## config.mk

```make
export PLATFORM = sky130hd
export DESIGN_NAME = osc_calibration_and_lf_divider
export DESIGN_NICKNAME = d
export VERILOG_FILES = /design/src/inc/osc_ctl_pkg.sv /design/src/inc/lf_edge_if.sv /design/src/core/lf_osc_sync.sv /design/src/core/osc_calibration_and_lf_divider.sv
export SDC_FILE = /design/constraint.sdc
export NUM_CORES = 1
export LEC_CHECK = 0
export BUFFER_PORTS_ARGS = -buffer_cell sky130_fd_sc_hd__buf_4
export CAP_MARGIN = 20
export CORE_UTILIZATION = 33
export DETAILED_ROUTE_END_ITERATION = 12
export PLACE_DENSITY_LB_ADDON = 0.3
export SLEW_MARGIN = 10
export SYNTH_ARGS = -nofsm -noshare
export SYNTH_HDL_FRONTEND = slang
export SYNTH_SLANG_ARGS = --single-unit
```

## constraint.sdc

```tcl
create_clock -name i_core_clk -period 4.72 [get_ports i_core_clk]
set_clock_uncertainty 0.15 [all_clocks]
set_input_delay 0.472 -clock i_core_clk [delete_from_list [all_inputs] [get_ports i_core_clk]]
set_output_delay 0.472 -clock i_core_clk [all_outputs]
set_load 0.005 [all_outputs]
```

## src/inc/osc_ctl_pkg.sv

```systemverilog
// Purpose: shared constants for the oscillator control block
// Assumes: 8-bit special function register port, 25 MHz core clock
// Notes:   reset values that come from factory trim are inputs, not constants
package osc_ctl_pkg;
	localparam int          SFR_AW          = 8;
	localparam int          SFR_DW          = 8;
	localparam logic [7:0]  ADDR_LF_CTRL    = 8'h86;
	localparam logic [7:0]  ADDR_HF_CAL     = 8'hB3;
	// high-frequency calibration layout
	localparam int          HF_TRIM_W       = 5;
	localparam int          HF_TRIM_LSB     = 0;
	localparam logic [4:0]  HF_TRIM_FAST    = 5'h00;
	localparam logic [4:0]  HF_TRIM_SLOW    = 5'h1F;
	// low-frequency control layout
	localparam int          LF_EN_BIT       = 7;
	localparam int          LF_RDY_BIT      = 6;
	localparam int          LF_TRIM_LSB     = 2;
	localparam int          LF_TRIM_W       = 4;
	localparam int          LF_DIV_LSB      = 0;
	localparam int          LF_DIV_W        = 2;
	localparam logic [3:0]  LF_TRIM_FAST    = 4'h0;
	localparam logic [3:0]  LF_TRIM_SLOW    = 4'hF;
	localparam logic        LF_EN_RESET     = 1'h0;
	localparam logic [1:0]  LF_DIV_RESET    = 2'h0;
	// divider select codes
	localparam logic [1:0]  LF_DIV_8        = 2'h0;
	localparam logic [1:0]  LF_DIV_4        = 2'h1;
	localparam logic [1:0]  LF_DIV_2        = 2'h2;
	localparam logic [1:0]  LF_DIV_1        = 2'h3;
	localparam int          LF_NOMINAL_KHZ  = 80;
	// system clock source codes
	localparam logic [1:0]  CLK_SRC_HF      = 2'h0;
	localparam logic [1:0]  CLK_SRC_LF      = 2'h1;
	localparam logic [1:0]  CLK_SRC_EXT     = 2'h2;
	localparam logic [1:0]  CLK_SRC_MULT    = 2'h3;
	localparam int          TIMER_W         = 16;
	localparam int          SYNC_BITS       = 2;
	localparam int          SYNC_LEVEL      = 0;
	localparam int          SYNC_READY      = 1;
endpackage : osc_ctl_pkg

```

## src/inc/lf_edge_if.sv

```systemverilog
// Purpose: carries the synchronised low-frequency oscillator view
// Assumes: all signals in the core clock domain
// Notes:   rise and fall are one-cycle pulses
`timescale 1ns/100ps
interface lf_edge_if;
	logic level;
	logic rise;
	logic fall;
	logic ready;
	modport src  (output level, output rise, output fall, output ready);
	modport sink (input level, input rise, input fall, input ready);
endinterface : lf_edge_if

```

## src/core/lf_osc_sync.sv

```systemverilog
// Purpose: brings oscillator output and ready level into the core clock
// Assumes: both inputs asynchronous to i_core_clk
// Notes:   a change counts once stages two and three agree
`timescale 1ns/100ps
module lf_osc_sync (
	// clock and reset
	input  wire logic i_core_clk,
	input  wire logic i_rst_n,
	// raw oscillator side
	input  wire logic i_lf_osc_raw,
	input  wire logic i_lf_ready_raw,
	// synchronised view
	lf_edge_if.src    edges
);
	import osc_ctl_pkg::*;

	typedef struct packed {
		logic [SYNC_BITS-1:0] st1;
		logic [SYNC_BITS-1:0] st2;
		logic [SYNC_BITS-1:0] st3;
		logic [SYNC_BITS-1:0] stable;
		logic                 rise;
		logic                 fall;
	} sync_t;

	sync_t q;
	sync_t next_q;
	logic [SYNC_BITS-1:0] agree;

	////////////////////////////////////////////////////////////////////////
	genvar gi;
	generate
		for (gi = 0; gi < SYNC_BITS; gi++) begin : g_agree
			assign agree[gi] = q.st2[gi] == q.st3[gi];
		end
	endgenerate

	always_comb begin
		next_q     = q;
		next_q.st1 = {i_lf_ready_raw, i_lf_osc_raw};
		next_q.st2 = q.st1;
		next_q.st3 = q.st2;
		for (int b = 0; b < SYNC_BITS; b++) begin
			if (agree[b]) begin
				next_q.stable[b] = q.st2[b];
			end
		end
		next_q.rise = agree[SYNC_LEVEL] && q.st2[SYNC_LEVEL] && !q.stable[SYNC_LEVEL];
		next_q.fall = agree[SYNC_LEVEL] && !q.st2[SYNC_LEVEL] && q.stable[SYNC_LEVEL];
	end

	always_ff @(posedge i_core_clk or negedge i_rst_n) begin
		if (!i_rst_n) begin
			q <= '0;
		end else begin
			q <= next_q;
		end
	end

	assign edges.level = q.stable[SYNC_LEVEL];
	assign edges.ready = q.stable[SYNC_READY];
	assign edges.rise  = q.rise;
	assign edges.fall  = q.fall;
endmodule : lf_osc_sync

```

## src/core/osc_calibration_and_lf_divider.sv

```systemverilog
// Purpose: oscillator calibration registers, low-frequency divider, capture events
// Assumes: single-cycle register strobes on i_core_clk, factory trims held stable
// Notes:   analog oscillators and timers live outside this block
//
// What this block does
// - five low calibration bits set high-frequency period; zero fastest, ones slowest
// - calibration register loads the per-part factory trim after reset
// - calibration readback is undefined while usb clock recovery runs
// - low-frequency oscillator runs nominally at 80 kHz before the divider
// - divider select bits 1:0: 00 by 8, 01 by 4, 10 by 2, 11 by 1
// - fine-tune bits 5:2 set low-frequency speed, 0000 fastest
// - fine-tune value 1111 gives the slowest low-frequency setting
// - control bit 7 enables the low-frequency oscillator
// - control bit 6 is read-only ready flag, set once stabilised
// - in capture mode timer 2 captures falling edges, timer 3 rising
// - a capture copies the 16-bit timer count into its reload pair
// - system clock may come from either internal oscillator or others
`timescale 1ns/100ps
module osc_calibration_and_lf_divider (
	// clock and reset
	input  wire logic                              i_core_clk,
	input  wire logic                              i_rst_n,
	// special function register port
	input  wire logic [osc_ctl_pkg::SFR_AW-1:0]    i_sfr_addr,
	input  wire logic [osc_ctl_pkg::SFR_DW-1:0]    i_sfr_wdata,
	input  wire logic                              i_sfr_wr,
	input  wire logic                              i_sfr_rd,
	output logic      [osc_ctl_pkg::SFR_DW-1:0]    o_sfr_rdata,
	// factory trims and status from the analog side
	input  wire logic [osc_ctl_pkg::HF_TRIM_W-1:0] i_hf_factory_trim,
	input  wire logic [osc_ctl_pkg::LF_TRIM_W-1:0] i_lf_factory_trim,
	input  wire logic                              i_usb_clk_recovery_en,
	input  wire logic                              i_lf_osc_raw,
	input  wire logic                              i_lf_ready_raw,
	// oscillator controls
	output logic      [osc_ctl_pkg::HF_TRIM_W-1:0] o_hf_period_trim,
	output logic                                   o_lf_osc_enable,
	output logic      [osc_ctl_pkg::LF_TRIM_W-1:0] o_lf_freq_trim,
	output logic                                   o_lf_div_out,
	// system clock source
	input  wire logic [1:0]                        i_system_clock_select,
	output logic      [1:0]                        o_system_clock_select,
	// timer capture
	input  wire logic                              i_t2_lf_capture_mode,
	input  wire logic                              i_t3_lf_capture_mode,
	input  wire logic [osc_ctl_pkg::TIMER_W-1:0]   i_t2_count,
	input  wire logic [osc_ctl_pkg::TIMER_W-1:0]   i_t3_count,
	output logic                                   o_t2_capture,
	output logic                                   o_t3_capture,
	output logic      [osc_ctl_pkg::TIMER_W-1:0]   o_t2_reload,
	output logic      [osc_ctl_pkg::TIMER_W-1:0]   o_t3_reload
);
	import osc_ctl_pkg::*;

	typedef struct packed {
		logic                 loaded;
		logic [HF_TRIM_W-1:0] hf_trim;
		logic                 lf_en;
		logic [LF_TRIM_W-1:0] lf_trim;
		logic [LF_DIV_W-1:0]  lf_div;
		logic [1:0]           div_cnt;
		logic                 lf_out;
		logic [SFR_DW-1:0]    rdata;
		logic [1:0]           clk_sel;
		logic                 t2_cap;
		logic                 t3_cap;
		logic [TIMER_W-1:0]   t2_rl;
		logic [TIMER_W-1:0]   t3_rl;
	} osc_state_t;

	osc_state_t q;
	osc_state_t next_q;
	lf_edge_if  lf_view ();

	logic             wr_hf;
	logic             wr_lf;
	logic             lf_ready;
	logic [1:0]       div_mask;
	logic [SFR_DW-1:0] lf_word;

	////////////////////////////////////////////////////////////////////////
	lf_osc_sync u_lf_sync (
		.i_core_clk     (i_core_clk),
		.i_rst_n        (i_rst_n),
		.i_lf_osc_raw   (i_lf_osc_raw),
		.i_lf_ready_raw (i_lf_ready_raw),
		.edges          (lf_view.src)
	);

	////////////////////////////////////////////////////////////////////////
	assign wr_hf    = i_sfr_wr && (i_sfr_addr == ADDR_HF_CAL);
	assign wr_lf    = i_sfr_wr && (i_sfr_addr == ADDR_LF_CTRL);
	// a stopped oscillator never reports ready, whatever the analog flag says
	assign lf_ready = lf_view.ready && q.lf_en;

	always_comb begin
		lf_word              = '0;
		lf_word[LF_EN_BIT]   = q.lf_en;
		lf_word[LF_RDY_BIT]  = lf_ready;
		lf_word[LF_TRIM_LSB +: LF_TRIM_W] = q.lf_trim;
		lf_word[LF_DIV_LSB +: LF_DIV_W]   = q.lf_div;
	end

	// number of rising edges between output toggles, minus one
	always_comb begin
		case (q.lf_div)
			LF_DIV_8: div_mask = 2'h3;
			LF_DIV_4: div_mask = 2'h1;
			LF_DIV_2: div_mask = 2'h0;
			default:  div_mask = 2'h0;
		endcase
	end

	always_comb begin
		next_q        = q;
		next_q.t2_cap = 1'b0;
		next_q.t3_cap = 1'b0;
		// factory trims land on the first edge after reset release
		if (!q.loaded) begin
			next_q.loaded  = 1'b1;
			next_q.hf_trim = i_hf_factory_trim;
			next_q.lf_trim = i_lf_factory_trim;
		end
		if (wr_hf) begin
			next_q.hf_trim = i_sfr_wdata[HF_TRIM_LSB +: HF_TRIM_W];
		end
		if (wr_lf) begin
			next_q.lf_en   = i_sfr_wdata[LF_EN_BIT];
			next_q.lf_trim = i_sfr_wdata[LF_TRIM_LSB +: LF_TRIM_W];
			next_q.lf_div  = i_sfr_wdata[LF_DIV_LSB +: LF_DIV_W];
		end
		// divider on the synchronised oscillator; halted while disabled
		if (!q.lf_en) begin
			next_q.div_cnt = '0;
			next_q.lf_out  = 1'b0;
		end else if (q.lf_div == LF_DIV_1) begin
			next_q.div_cnt = '0;
			next_q.lf_out  = lf_view.level;
		end else if (lf_view.rise) begin
			if ((q.div_cnt & div_mask) == div_mask) begin
				next_q.div_cnt = '0;
				next_q.lf_out  = !q.lf_out;
			end else begin
				next_q.div_cnt = q.div_cnt + 2'h1;
			end
		end
		// capture on edges of the divided output
		if (q.lf_en && i_t2_lf_capture_mode && q.lf_out && !next_q.lf_out) begin
			next_q.t2_cap = 1'b1;
			next_q.t2_rl  = i_t2_count;
		end
		if (q.lf_en && i_t3_lf_capture_mode && !q.lf_out && next_q.lf_out) begin
			next_q.t3_cap = 1'b1;
			next_q.t3_rl  = i_t3_count;
		end
		// refuse a switch onto the low-frequency source until it is ready
		if (i_system_clock_select != CLK_SRC_LF || lf_ready) begin
			next_q.clk_sel = i_system_clock_select;
		end
		if (i_sfr_rd) begin
			case (i_sfr_addr)
				// stored trim is returned; recovery may make it meaningless
				ADDR_HF_CAL:  next_q.rdata = {{(SFR_DW-HF_TRIM_W){1'b0}}, q.hf_trim};
				ADDR_LF_CTRL: next_q.rdata = lf_word;
				default:      next_q.rdata = '0;
			endcase
		end
	end

	always_ff @(posedge i_core_clk or negedge i_rst_n) begin
		if (!i_rst_n) begin
			q         <= '0;
			q.hf_trim <= HF_TRIM_FAST;
			q.lf_trim <= LF_TRIM_FAST;
			q.lf_en   <= LF_EN_RESET;
			q.lf_div  <= LF_DIV_RESET;
			q.clk_sel <= CLK_SRC_HF;
		end else begin
			q <= next_q;
		end
	end

	assign o_sfr_rdata      = q.rdata;
	assign o_hf_period_trim = q.hf_trim;
	assign o_lf_osc_enable  = q.lf_en;
	assign o_lf_freq_trim   = q.lf_trim;
	assign o_lf_div_out     = q.lf_out;
	assign o_system_clock_select  = q.clk_sel;
	assign o_t2_capture     = q.t2_cap;
	assign o_t3_capture     = q.t3_cap;
	assign o_t2_reload      = q.t2_rl;
	assign o_t3_reload      = q.t3_rl;
endmodule : osc_calibration_and_lf_divider

```

==> results of run 1 <==
cells in the mapped netlist (2+ instances only):
| cell type | count |
|---|---|
| dfrtp_1 | 69 |
| buf_4 | 51 |
| nand3_1 | 37 |
| a21oi_1 | 32 |
| clkbuf_1 | 21 |
| and2_1 | 19 |
| nor2_1 | 18 |
| nand4_1 | 17 |
| a311oi_1 | 16 |
| or3_1 | 16 |
| mux2_2 | 11 |
| mux2_4 | 9 |
| mux2i_1 | 9 |
| a22oi_1 | 5 |
| nand2_1 | 4 |
| o21ai_0 | 4 |
| buf_2 | 3 |
| buf_6 | 3 |
| inv_1 | 3 |
| a21boi_0 | 2 |
| nor2b_1 | 2 |
worst max-delay path, delay by kind of cell (launching register included):
kind | cells | cell delay, ns
AOI/OAI and AO/OA | 1 | 0.27
DFF | 1 | 0.90
and+or+nand+nor | 3 | 1.17
final cells by class:
class	count	share of cell area [%]
tap	140	3.73
clock inverter	6	1.89
multi-input combinational	219	32.6
inverter	3	0.240
sequential	69	36.7
clock buffer	9	4.79
timing repair buffer	124	20.0
kinds of logic after synthesis:
family                     after synthesis  synth area share, %
adders and majority gates                2                0.596
muxes                                   29                 9.24
buffers and inverters                   82                 13.9
AOI/OAI and AO/OA                       66                 12.0
other                                    1               0.0992
DFF                                     69                 45.7
and+or+nand+nor                        121                 18.5
layer usage:
metal / up-vias / track usage (%) / share of wire (%)
met4: 0 / 4.15 / 0.99
met5: - / 0 / 0
met2: 80 / 23.9 / 49
li1: 1395 / - / -
met3: 11 / 4.48 / 5.7
met1: 1404 / 19.8 / 44
flip-flops by register name, indices dropped and copies added (netlist names), 2 cells and up:
name	cells
u_lf_sync.q	2
o_lf_freq_trim	4
o_t3_reload	16
u_lf_sync.next_q	4
o_t2_reload	16
o_sfr_rdata	8
q	3
o_hf_period_trim	5
o_system_clock_select	2
lf_word	2
cell usage in the layout, fill, tap and decap left out, drive strengths merged, types with 2 or more instances in the layout:
| cell type | instances |
|---|---|
| buf | 124 |
| dfrtp | 69 |
| nand3 | 37 |
| a21oi | 33 |
| mux2 | 20 |
| and2 | 19 |
| nor2 | 18 |
| nand4 | 17 |
| or3 | 16 |
| a311oi | 16 |
| mux2i | 9 |
| clkbuf | 9 |
| a22oi | 5 |
| nand2 | 4 |
| o21ai | 4 |
| inv | 3 |
| nor2b | 2 |
| a21boi | 2 |
| clkinvlp | 2 |
| bufinv | 2 |
| o21a | 2 |
| nor4b | 2 |
| clkinv | 2 |
per-stage QoR:
stage | std cells | utilization (%) | setup slack (ns) | hold WS [ns] | instance area [sq um]
CTS | 569 | 42.7 | 2.06 | 0.0892 | 4680
floorplan | 370 | - | 2.80 | 0.0264 | 3780
finish | 570 | 42.8 | 2.10 | 0.102 | 4700
global route | 570 | 42.8 | 1.86 | 0.0834 | 4700
global placement | 554 | 39.8 | 2.15 | 0.185 | 4370
detailed placement | 554 | 39.8 | 2.08 | 0.185 | 4370
power breakdown:
part	internal (mW)	total, mW	switching [mW]
Clock	0.459	0.712	0.253
Sequential	0.618	0.640	0.0225
Combinational	0.0830	0.138	0.0552
path summary, 6_finish.rpt:
path,slack [ns],cells after the start,start,endpoint
setup / recovery,2.10,4,o_lf_div_out$_DFF_PN0_,o_t2_reload[4]$_DFFE_PN0P_
hold / removal,0.10,1,i_lf_osc_raw,u_lf_sync.next_q[6]$_DFF_PN0_
setup reg to reg,2.10,4,o_lf_div_out$_DFF_PN0_,o_t2_reload[4]$_DFFE_PN0P_
hold reg to reg,0.20,0,u_lf_sync.next_q[7]$_DFF_PN0_,u_lf_sync.next_q[5]$_DFF_PN0_
max in group asynchronous,3.72,1,i_rst_n,o_t2_reload[3]$_DFFE_PN0P_
min in group asynchronous,0.12,1,i_rst_n,o_hf_period_trim[4]$_DFFE_PN0P_
==> flow_summary_export.csv, run 1 <==
group,metric,value,unit
run_status,status,"finished clean",
clock_network,cts_max_level,3,
yosys,synth-main-ff-cell,"dfrtp_1",
timing,setup_violations,0,
global_route,antenna_found_initial,0,
detailed_routing,drtIter0Drc,123,
place,gp_congestion,0.689,
detailed_routing,first_pass_iters,4,
cells_and_area,multi_input_area,1530,sq um
yosys,async_reset_ff_share,100,%
critical_path,start_kind,"flop",
timing,grt_setup_unrepaired,"false",
detailed_routing,wl_per_cell,15.4,microns
global_route,grt-ovfl-total,0,
critical_path,worstPathMaxFanout,21,
critical_path,slowest_delay,0.90,ns
clock_network,clkSinkCount,69,
detailed_routing,drc_errors,0,
detailed_routing,viasPerCell,5.07,
detailed_routing,vias,2890,
yosys,synthesis.nets,439,
global_route,grt_pass1_wl,13.8,mm
place,dpl.hpwl,5.76,mm
floorplan,fp.dieW,109,microns
place,io_buffers,120,
timing,fin_crit_sh,55.5,%
cells_and_area,area_growth,24.3,%
floorplan,die_area,11900,sq um
clock_network,cts_buffers,9,
yosys,netlist.area_leader.share,45.7,%
yosys,synth-seq-cells,69,
cells_and_area,fill_cells,1037,
power,worst_ir_drop_vdd,0.223,mV
floorplan,pin_count,123,
worst_hold_path,hp-class,"primary input to flop",
timing,post-route-min-period,2.62,ns
yosys,avgSynthCellArea,10.2,sq um
floorplan,die_h,109,microns
cells_and_area,num_antenna_cells,0,
yosys,ys_warn_count,0,
clock_network,clockBufferDepth,2,
global_route,gr-usage-all-layers,15.1,%
critical_path,worstPathRequired,4.77,ns
yosys,yosysTopAreaCell,"dfrtp_1",
global_route,grt_max_degree,70,
cells_and_area,nets,495,
floorplan,core_area,11000,sq um
job,drv_cap,0,
clock_network,post_cts_resized,0,
global_route,grt_pass1_vias,2733,
clock_network,clkLatencyLatePin,0.32,ns
timing,fmax,0.382,GHz
power,total_leakage_power,2.00,nW
yosys,synth_cells,370,
critical_path,cp-end-kind,"flop",
timing,slew_violations,0,
critical_path,cp_slowest_cell,"dfrtp_1",
critical_path,crit_type,"flop to flop",
timing,tightest_slew,0.952,ns
yosys,synth_edf_count,0,
timing,finalSetupTns,0,ns
clock_network,root_buffer,"clkbuf_16",
floorplan,initial_core_util,34.4,%
clock_network,cts_setup_buffers,0,
critical_path,cpMostUsedCell,"nand3_1",
critical_path,critPathArrivalTime,2.67,ns
cells_and_area,drive_above_1_share,38.6,%
detailed_routing,wl,8.78,mm
power,power.density,317,nW/um^2
yosys,synth_area_leaders,"dfrtp_1 (46%), buf_4 (10%), nand3_1 (4.9%), a21oi_1 (4.2%), a311oi_1 (3.7%)",
clock_network,path_clk_slew,0.06,ns
critical_path,crit_chain,"nand3_1 -> and2_1 -> a311oi_1 -> nand3_1",
floorplan,rows,38,
timing,hold_viol_final,0,
cells_and_area,register_area,1730,sq um
clock_network,cts_hold_buf,0,
yosys,ys_types,40,
power,p_total,1.49,mW
yosys,ys_seq_area_share,45.7,%
detailed_routing,ant_nets,0,
clock_network,cts_tree,"done",
timing,slew_headroom,36.5,%
yosys,netlist_area,3780,sq um
Note: power is estimated with default switching activity, not from simulation.
==> run 2, diff against run 1 <==
--- a/config.mk
+++ b/config.mk
@@ -5,6 +5,7 @@
 export SDC_FILE = /design/constraint.sdc
 export NUM_CORES = 1
 export LEC_CHECK = 0
+export ABC_AREA = 1
 export BUFFER_PORTS_ARGS = -buffer_cell sky130_fd_sc_hd__buf_4
 export CAP_MARGIN = 20
 export CORE_UTILIZATION = 33
==> constraint.sdc (replaced) <==
create_clock -name i_core_clk -period 2.63 [get_ports i_core_clk]
set_clock_uncertainty 0.15 [all_clocks]
set_input_delay 0.263 -clock i_core_clk [delete_from_list [all_inputs] [get_ports i_core_clk]]
set_output_delay 0.263 -clock i_core_clk [all_outputs]
set_load 0.005 [all_outputs]
==> run 2 against run 1 <==
Compared with the run above:
- final cell count increased by 7.7%
- global-route usage decreased by 0.29 points
- via count fell by 7.6%
- design area shrank 8.1%
- synthesized cell count is 4.3% higher
- setup slack got worse by 1.4 ns
- area after synthesis down 12%
- clock power is 2% higher
==> flow_summary_export.csv, run 2 <==
group,metric,value,unit
cells_and_area,area_growth,29.5,%
timing,hold_viol_final,0,
global_route,grt-ovfl-total,0,
yosys,synth-seq-cells,69,
critical_path,start_kind,"flop",
detailed_routing,first_pass_iters,4,
yosys,avgSynthCellArea,8.64,sq um
floorplan,core_area,9770,sq um
detailed_routing,drtIter0Drc,95,
critical_path,cp_slowest_cell,"nand3_2",
clock_network,post_cts_resized,0,
critical_path,slowest_delay,0.42,ns
clock_network,path_clk_slew,0.07,ns
floorplan,die_h,103,microns
cells_and_area,fill_cells,973,
timing,setup_violations,0,
detailed_routing,vias,2670,
cells_and_area,nets,546,
place,place_area,3980,sq um
critical_path,rrSetupSlack,0.71,ns
timing,slew_headroom,41.8,%
place,gp_congestion,0.811,
detailed_routing,wl_per_cell,11.8,microns
yosys,synth_area_leaders,"dfrtp_1 (52%), nand2_1 (15%), buf_4 (12%), nand3_1 (5.6%), nand4_1 (3.0%)",
worst_hold_path,hp-class,"primary input to flop",
timing,fmax,0.520,GHz
yosys,ys_types,28,
power,power.density,682,nW/um^2
timing,fin_crit_sh,73.1,%
cells_and_area,drive_above_1_share,30.4,%
yosys,ys_seq_area_share,51.8,%
clock_network,root_buffer,"clkbuf_8",
yosys,yosysTopAreaCell,"dfrtp_1",
global_route,gr-usage-all-layers,14.8,%
clock_network,clkSinkCount,69,
critical_path,critPathArrivalTime,1.99,ns
global_route,antenna_found_initial,0,
yosys,ys_warn_count,0,
floorplan,die_area,10500,sq um
timing,post-route-min-period,1.92,ns
critical_path,worstPathRequired,2.70,ns
yosys,synth.most_common_cell,"nand2_1",
critical_path,cp-end-kind,"flop",
cells_and_area,final_area,4320,sq um
critical_path,crit_buf_inv,0,
clock_network,clockBufferDepth,2,
critical_path,cpMostUsedCell,"nand2_1",
run_status,status,"finished clean",
job,drv_cap,0,
detailed_routing,viasPerCell,4.35,
cells_and_area,register_area,1730,sq um
yosys,synth-main-ff-cell,"dfrtp_1",
floorplan,initial_core_util,34.1,%
timing,slew_violations,0,
cells_and_area,multi_input_area,1050,sq um
yosys,async_reset_ff_share,100,%
global_route,grt_pass1_vias,2526,
global_route,grt_pass1_wl,11.9,mm
cells_and_area,num_antenna_cells,0,
yosys,netlist.area_leader.share,51.8,%
timing,finalSetupTns,0,ns
cells_and_area,final_common_cell,"nand2_1",
yosys,synth_cells,386,
detailed_routing,wl,7.26,mm
clock_network,cts_tree,"done",
critical_path,worstPathMaxFanout,18,
clock_network,clkLatencyLatePin,0.33,ns
detailed_routing,ant_nets,0,
power,total_leakage_power,2.33,nW
yosys,synthTopCellsByCount,"nand2_1 (130), dfrtp_1 (69), buf_4 (52)",
floorplan,pin_count,123,
clock_network,cts_buffers,9,
yosys,synth_edf_count,0,
power,worst_ir_drop_vdd,0.249,mV
clock_network,cts_setup_buffers,0,
critical_path,critPathTopFamily,"simple AND/OR/NAND/NOR gates",
timing,tightest_slew,0.873,ns
floorplan,fp.dieW,103,microns
floorplan,rows,36,
detailed_routing,drc_errors,0,
place,dpl.hpwl,5.00,mm
yosys,synthesis.nets,455,
timing,grt_setup_unrepaired,"false",
yosys,netlist_area,3330,sq um
place,io_buffers,120,
global_route,grt_max_degree,70,
cells_and_area,layout_common_cells,"nand2_1 (130), buf_4 (123), dfrtp_1 (69)",
critical_path,crit_type,"flop to flop",
critical_path,crit_chain,"nand2_1 -> nor2_1 -> nor2_4 -> nand3_2 -> nand2_1 -> nand2_1",
clock_network,cts_max_level,3,
[run 2: metrics by stage]
step	worst slack, ns	hold slack, ns	cells	power [mW]	util, %
2_1_floorplan	1.14	-0.183	386	2.00	-
3_3_place_gp	0.732	0.186	581	2.21	40.7
3_5_place_dp	0.678	0.191	581	2.23	40.7
4_1_cts	0.656	0.00141	614	3.00	44.2
5_1_grt	0.506	0.000379	614	3.17	44.2
6_report	0.707	0.0132	614	2.95	44.2
[run 2: timing repair]
item                                    4_1_cts  5_1_grt
hold buffers                                 18        0
endpoints found under the setup margin        0        0
endpoints found under the hold margin        87        0
[run 2: layer usage]
layer	up-vias	GRT usage [%]	wire, microns
met4	0	5.60	94
met3	9	4.34	452
li1	1359	-	-
met5	-	0	0
met1	1220	19.0	3290
met2	82	23.5	3420
[run 2: path summary, 6_finish.rpt]
path,startpoint,to,cells past startpoint
min in group asynchronous,i_rst_n,o_sfr_rdata[5]$_DFFE_PN0P_,2
hold reg to reg,u_lf_sync.next_q[7]$_DFF_PN0_,u_lf_sync.next_q[5]$_DFF_PN0_,0
setup / recovery,lf_word[0]$_DFFE_PN0P_,o_t3_reload[12]$_DFFE_PN0P_,6
setup reg to reg,lf_word[0]$_DFFE_PN0P_,o_t3_reload[12]$_DFFE_PN0P_,6
hold / removal,i_sfr_wdata[0],o_hf_period_trim[0]$_DFFE_PN0P_,3
max in group asynchronous,i_rst_n,o_t3_reload[2]$_DFFE_PN0P_,2
[run 2: layout make-up]
class / count / area share [%]
clock buffer: 13 / 3.45
clock inverter: 2 / 0.232
inverter: 29 / 2.52
multi-input combinational: 227 / 24.4
sequential: 69 / 40.0
tap: 133 / 3.85
timing repair buffer: 141 / 25.6
[run 2: power breakdown]
part	switching, mW	internal, mW
clock network	0.366	0.361
registers	0.138	1.28
logic	0.354	0.442
total	0.858	2.09
[run 2: logic make-up after synthesis]
| logic type | after synthesis | share of synthesized area (%) |
|---|---|---|
| buffers and inverters | 90 | 16.6 |
| other | 1 | 0.112 |
| muxes | 1 | 0.338 |
| DFF | 69 | 51.8 |
| AOI/OAI and AO/OA | 14 | 2.44 |
| and+or+nand+nor | 209 | 28.0 |
| adders and majority gates | 2 | 0.675 |
[run 2: worst reg2reg max path, stage by stage (launching register included)]
cell     delay, ns
dfrtp_1       0.41
nand2_1       0.14
nor2_1        0.08
nor2_4        0.40
nand3_2       0.42
nand2_1       0.15
nand2_1       0.06
==> run 3, diff against run 2 <==
==> constraint.sdc (replaced) <==
create_clock -name i_core_clk -period 1.6 [get_ports i_core_clk]
set_clock_uncertainty 0.15 [all_clocks]
set_input_delay 0.16 -clock i_core_clk [delete_from_list [all_inputs] [get_ports i_core_clk]]
set_output_delay 0.16 -clock i_core_clk [all_outputs]
set_load 0.005 [all_outputs]
==> run 3 against run 2 <==
Compared with the run above:
- register-to-register slack lost 0.65 ns
- power grew 67%
- die area is the same
- utilization grew 4.5 points
- largest cell class unchanged
- hold slack is essentially flat
- critical path depth grew 4
- first-iteration DRC count shrank 2.1%
- critical endpoint is now o_lf_freq_trim[3]$_DFFE_PN0P_
- design area grew 10%
- final cell count grew 6.7%
- flip-flop and latch count is the same
==> flow_summary_export.csv, run 3 (synthesized netlist as in run 2, its figures left out) <==
group,metric,value,unit
clock_network,cts_max_level,3,
worst_hold_path,worst_hold_path.num_cells,5,
clock_network,clockBufferDepth,2,
critical_path,worstPathRequired,1.66,ns
floorplan,fp.dieW,103,microns
clock_network,path_clk_slew,0.07,ns
global_route,grt-ovfl-total,0,
clock_network,cts_buffers,9,
timing,post-route-min-period,1.55,ns
floorplan,pin_count,123,
cells_and_area,final_common_cell,"nand2_1",
timing,grt_setup_unrepaired,"true",
detailed_routing,wl_per_cell,12.4,microns
place,gp_congestion,0.785,
cells_and_area,layout_common_cells,"nand2_1 (129), buf_4 (128), dfrtp_1 (69)",
global_route,grt_max_degree,43,
global_route,antenna_found_initial,0,
clock_network,cts_tree,"done",
critical_path,start_kind,"primary input",
detailed_routing,vias,2882,
critical_path,r2r_end,"o_lf_freq_trim[3]$_DFFE_PN0P_",
global_route,grt_pass1_wl,12.8,mm
cells_and_area,num_antenna_cells,0,
cells_and_area,drive_above_1_share,30.7,%
detailed_routing,drc_errors,0,
critical_path,rrSetupSlack,0.06,ns
clock_network,root_buffer,"clkbuf_8",
detailed_routing,first_pass_iters,4,
detailed_routing,ant_nets,0,
place,dpl.hpwl,5.22,mm
global_route,grt_pass1_vias,2819,
critical_path,crit_type,"primary input to flop",
power,worst_ir_drop_vdd,0.450,mV
detailed_routing,viasPerCell,4.40,
power,total_leakage_power,2.51,nW
critical_path,r2r_cells,5,
cells_and_area,nets,588,
critical_path,worst_r2r_startpoint,"q[59]$_DFF_PN0_",
worst_hold_path,hold_path_startpoint,"i_lf_factory_trim[0]",
critical_path,cp-end-kind,"flop",
floorplan,rows,36,
power,power.density,1040,nW/um^2
floorplan,die_h,103,microns
timing,fmax,0.646,GHz
run_status,status,"finished clean",
timing,finalSetupTns,0,ns
timing,setup_violations,0,
floorplan,initial_core_util,34.1,%
timing,fin_crit_sh,96.7,%
timing,hold_viol_final,0,
critical_path,critPathArrivalTime,1.61,ns
timing,slew_violations,0,
critical_path,worstPathMaxFanout,8,
floorplan,die_area,10500,sq um
clock_network,clkLatencyLatePin,0.33,ns
cells_and_area,area_growth,42.7,%
place,io_buffers,120,
global_route,gr-usage-all-layers,16.1,%
worst_hold_path,hp-class,"primary input to flop",
worst_hold_path,hold_end,"o_lf_freq_trim[0]$_DFFE_PN0P_",
power,p_total,4.93,mW
clock_network,clkSinkCount,69,
detailed_routing,wl,8.14,mm
job,drv_cap,0,
detailed_routing,drtIter0Drc,93,
floorplan,core_area,9770,sq um
## run 3: worst max path at each step
stage / from / to / slack [ns] / cells after the start
after global placement: lf_word[0]$_DFFE_PN0P_ / o_t3_reload[0]$_DFFE_PN0P_ / 0.04 / 8
after global routing: q[45]$_DFFE_PN0P_ / o_t3_reload[14]$_DFFE_PN0P_ / -0.02 / 8
after CTS: i_sfr_addr[6] / o_lf_freq_trim[2]$_DFFE_PN0P_ / 0.02 / 10
after floorplan: lf_word[1]$_DFFE_PN0P_ / o_t2_reload[10]$_DFFE_PN0P_ / 0.11 / 9
after detailed placement: lf_word[1]$_DFFE_PN0P_ / o_t3_reload[11]$_DFFE_PN0P_ / -0.03 / 7
final: i_sfr_addr[6] / o_lf_freq_trim[3]$_DFFE_PN0P_ / 0.05 / 10
## run 3: metrics by stage
stage          util (%)  instance area (sq um)  instances  hold slack (ns)  worst slack, ns
3_5_place_dp       41.6                   4060        589          -0.0446          -0.0319
2_1_floorplan         -                   3330        386           -0.286            0.107
4_1_cts            48.4                   4730        654          0.00289           0.0176
5_1_grt            48.7                   4760        655           0.0357          -0.0226
6_report           48.7                   4760        655           0.0132           0.0522
3_3_place_gp       41.6                   4060        589          -0.0444           0.0385
## run 3: power breakdown
part | internal [mW] | switching [mW]
Sequential | 2.11 | 0.224
Combinational | 0.825 | 0.622
Clock | 0.539 | 0.607
Total | 3.48 | 1.45
## run 3: final cells by class
type / count / area [sq um]
Tap cell: 133 / 166
Clock buffer: 11 / 131
Clock inverter: 3 / 15.0
Sequential cell: 69 / 1730
Fill cell: 952 / 5010
Inverter: 29 / 109
Timing Repair Buffer: 183 / 1530
Multi-Input combinational cell: 227 / 1080
## run 3: worst max-delay path, cell delays in order
cell and delay (ns):
buf_4 0.11, inv_1 0.04, nand2_1 0.06, nor3_1 0.13, nand2_1 0.12, nor2_2 0.16, inv_2 0.11, nand3_1 0.08
nand3_1 0.07, dlygate4sd3_1 0.57
## run 3: layer usage
layer / track usage, % / vias to the layer above / routed length (microns)
met5: 0 / - / 0
met4: 6.92 / 0 / 114
met3: 2.98 / 9 / 275
met2: 28.2 / 72 / 4160
met1: 19.3 / 1363 / 3590
li1: - / 1438 / -
## run 3: what timing repair did
action | 4_1_cts | 5_1_grt
hold endpoints to repair | 123 | 0
resized for setup | 1 | 8
pin swaps | 0 | 1
setup buffers | 0 | 1
endpoints found under the setup margin | 16 | 30
hold buffers | 51 | 0
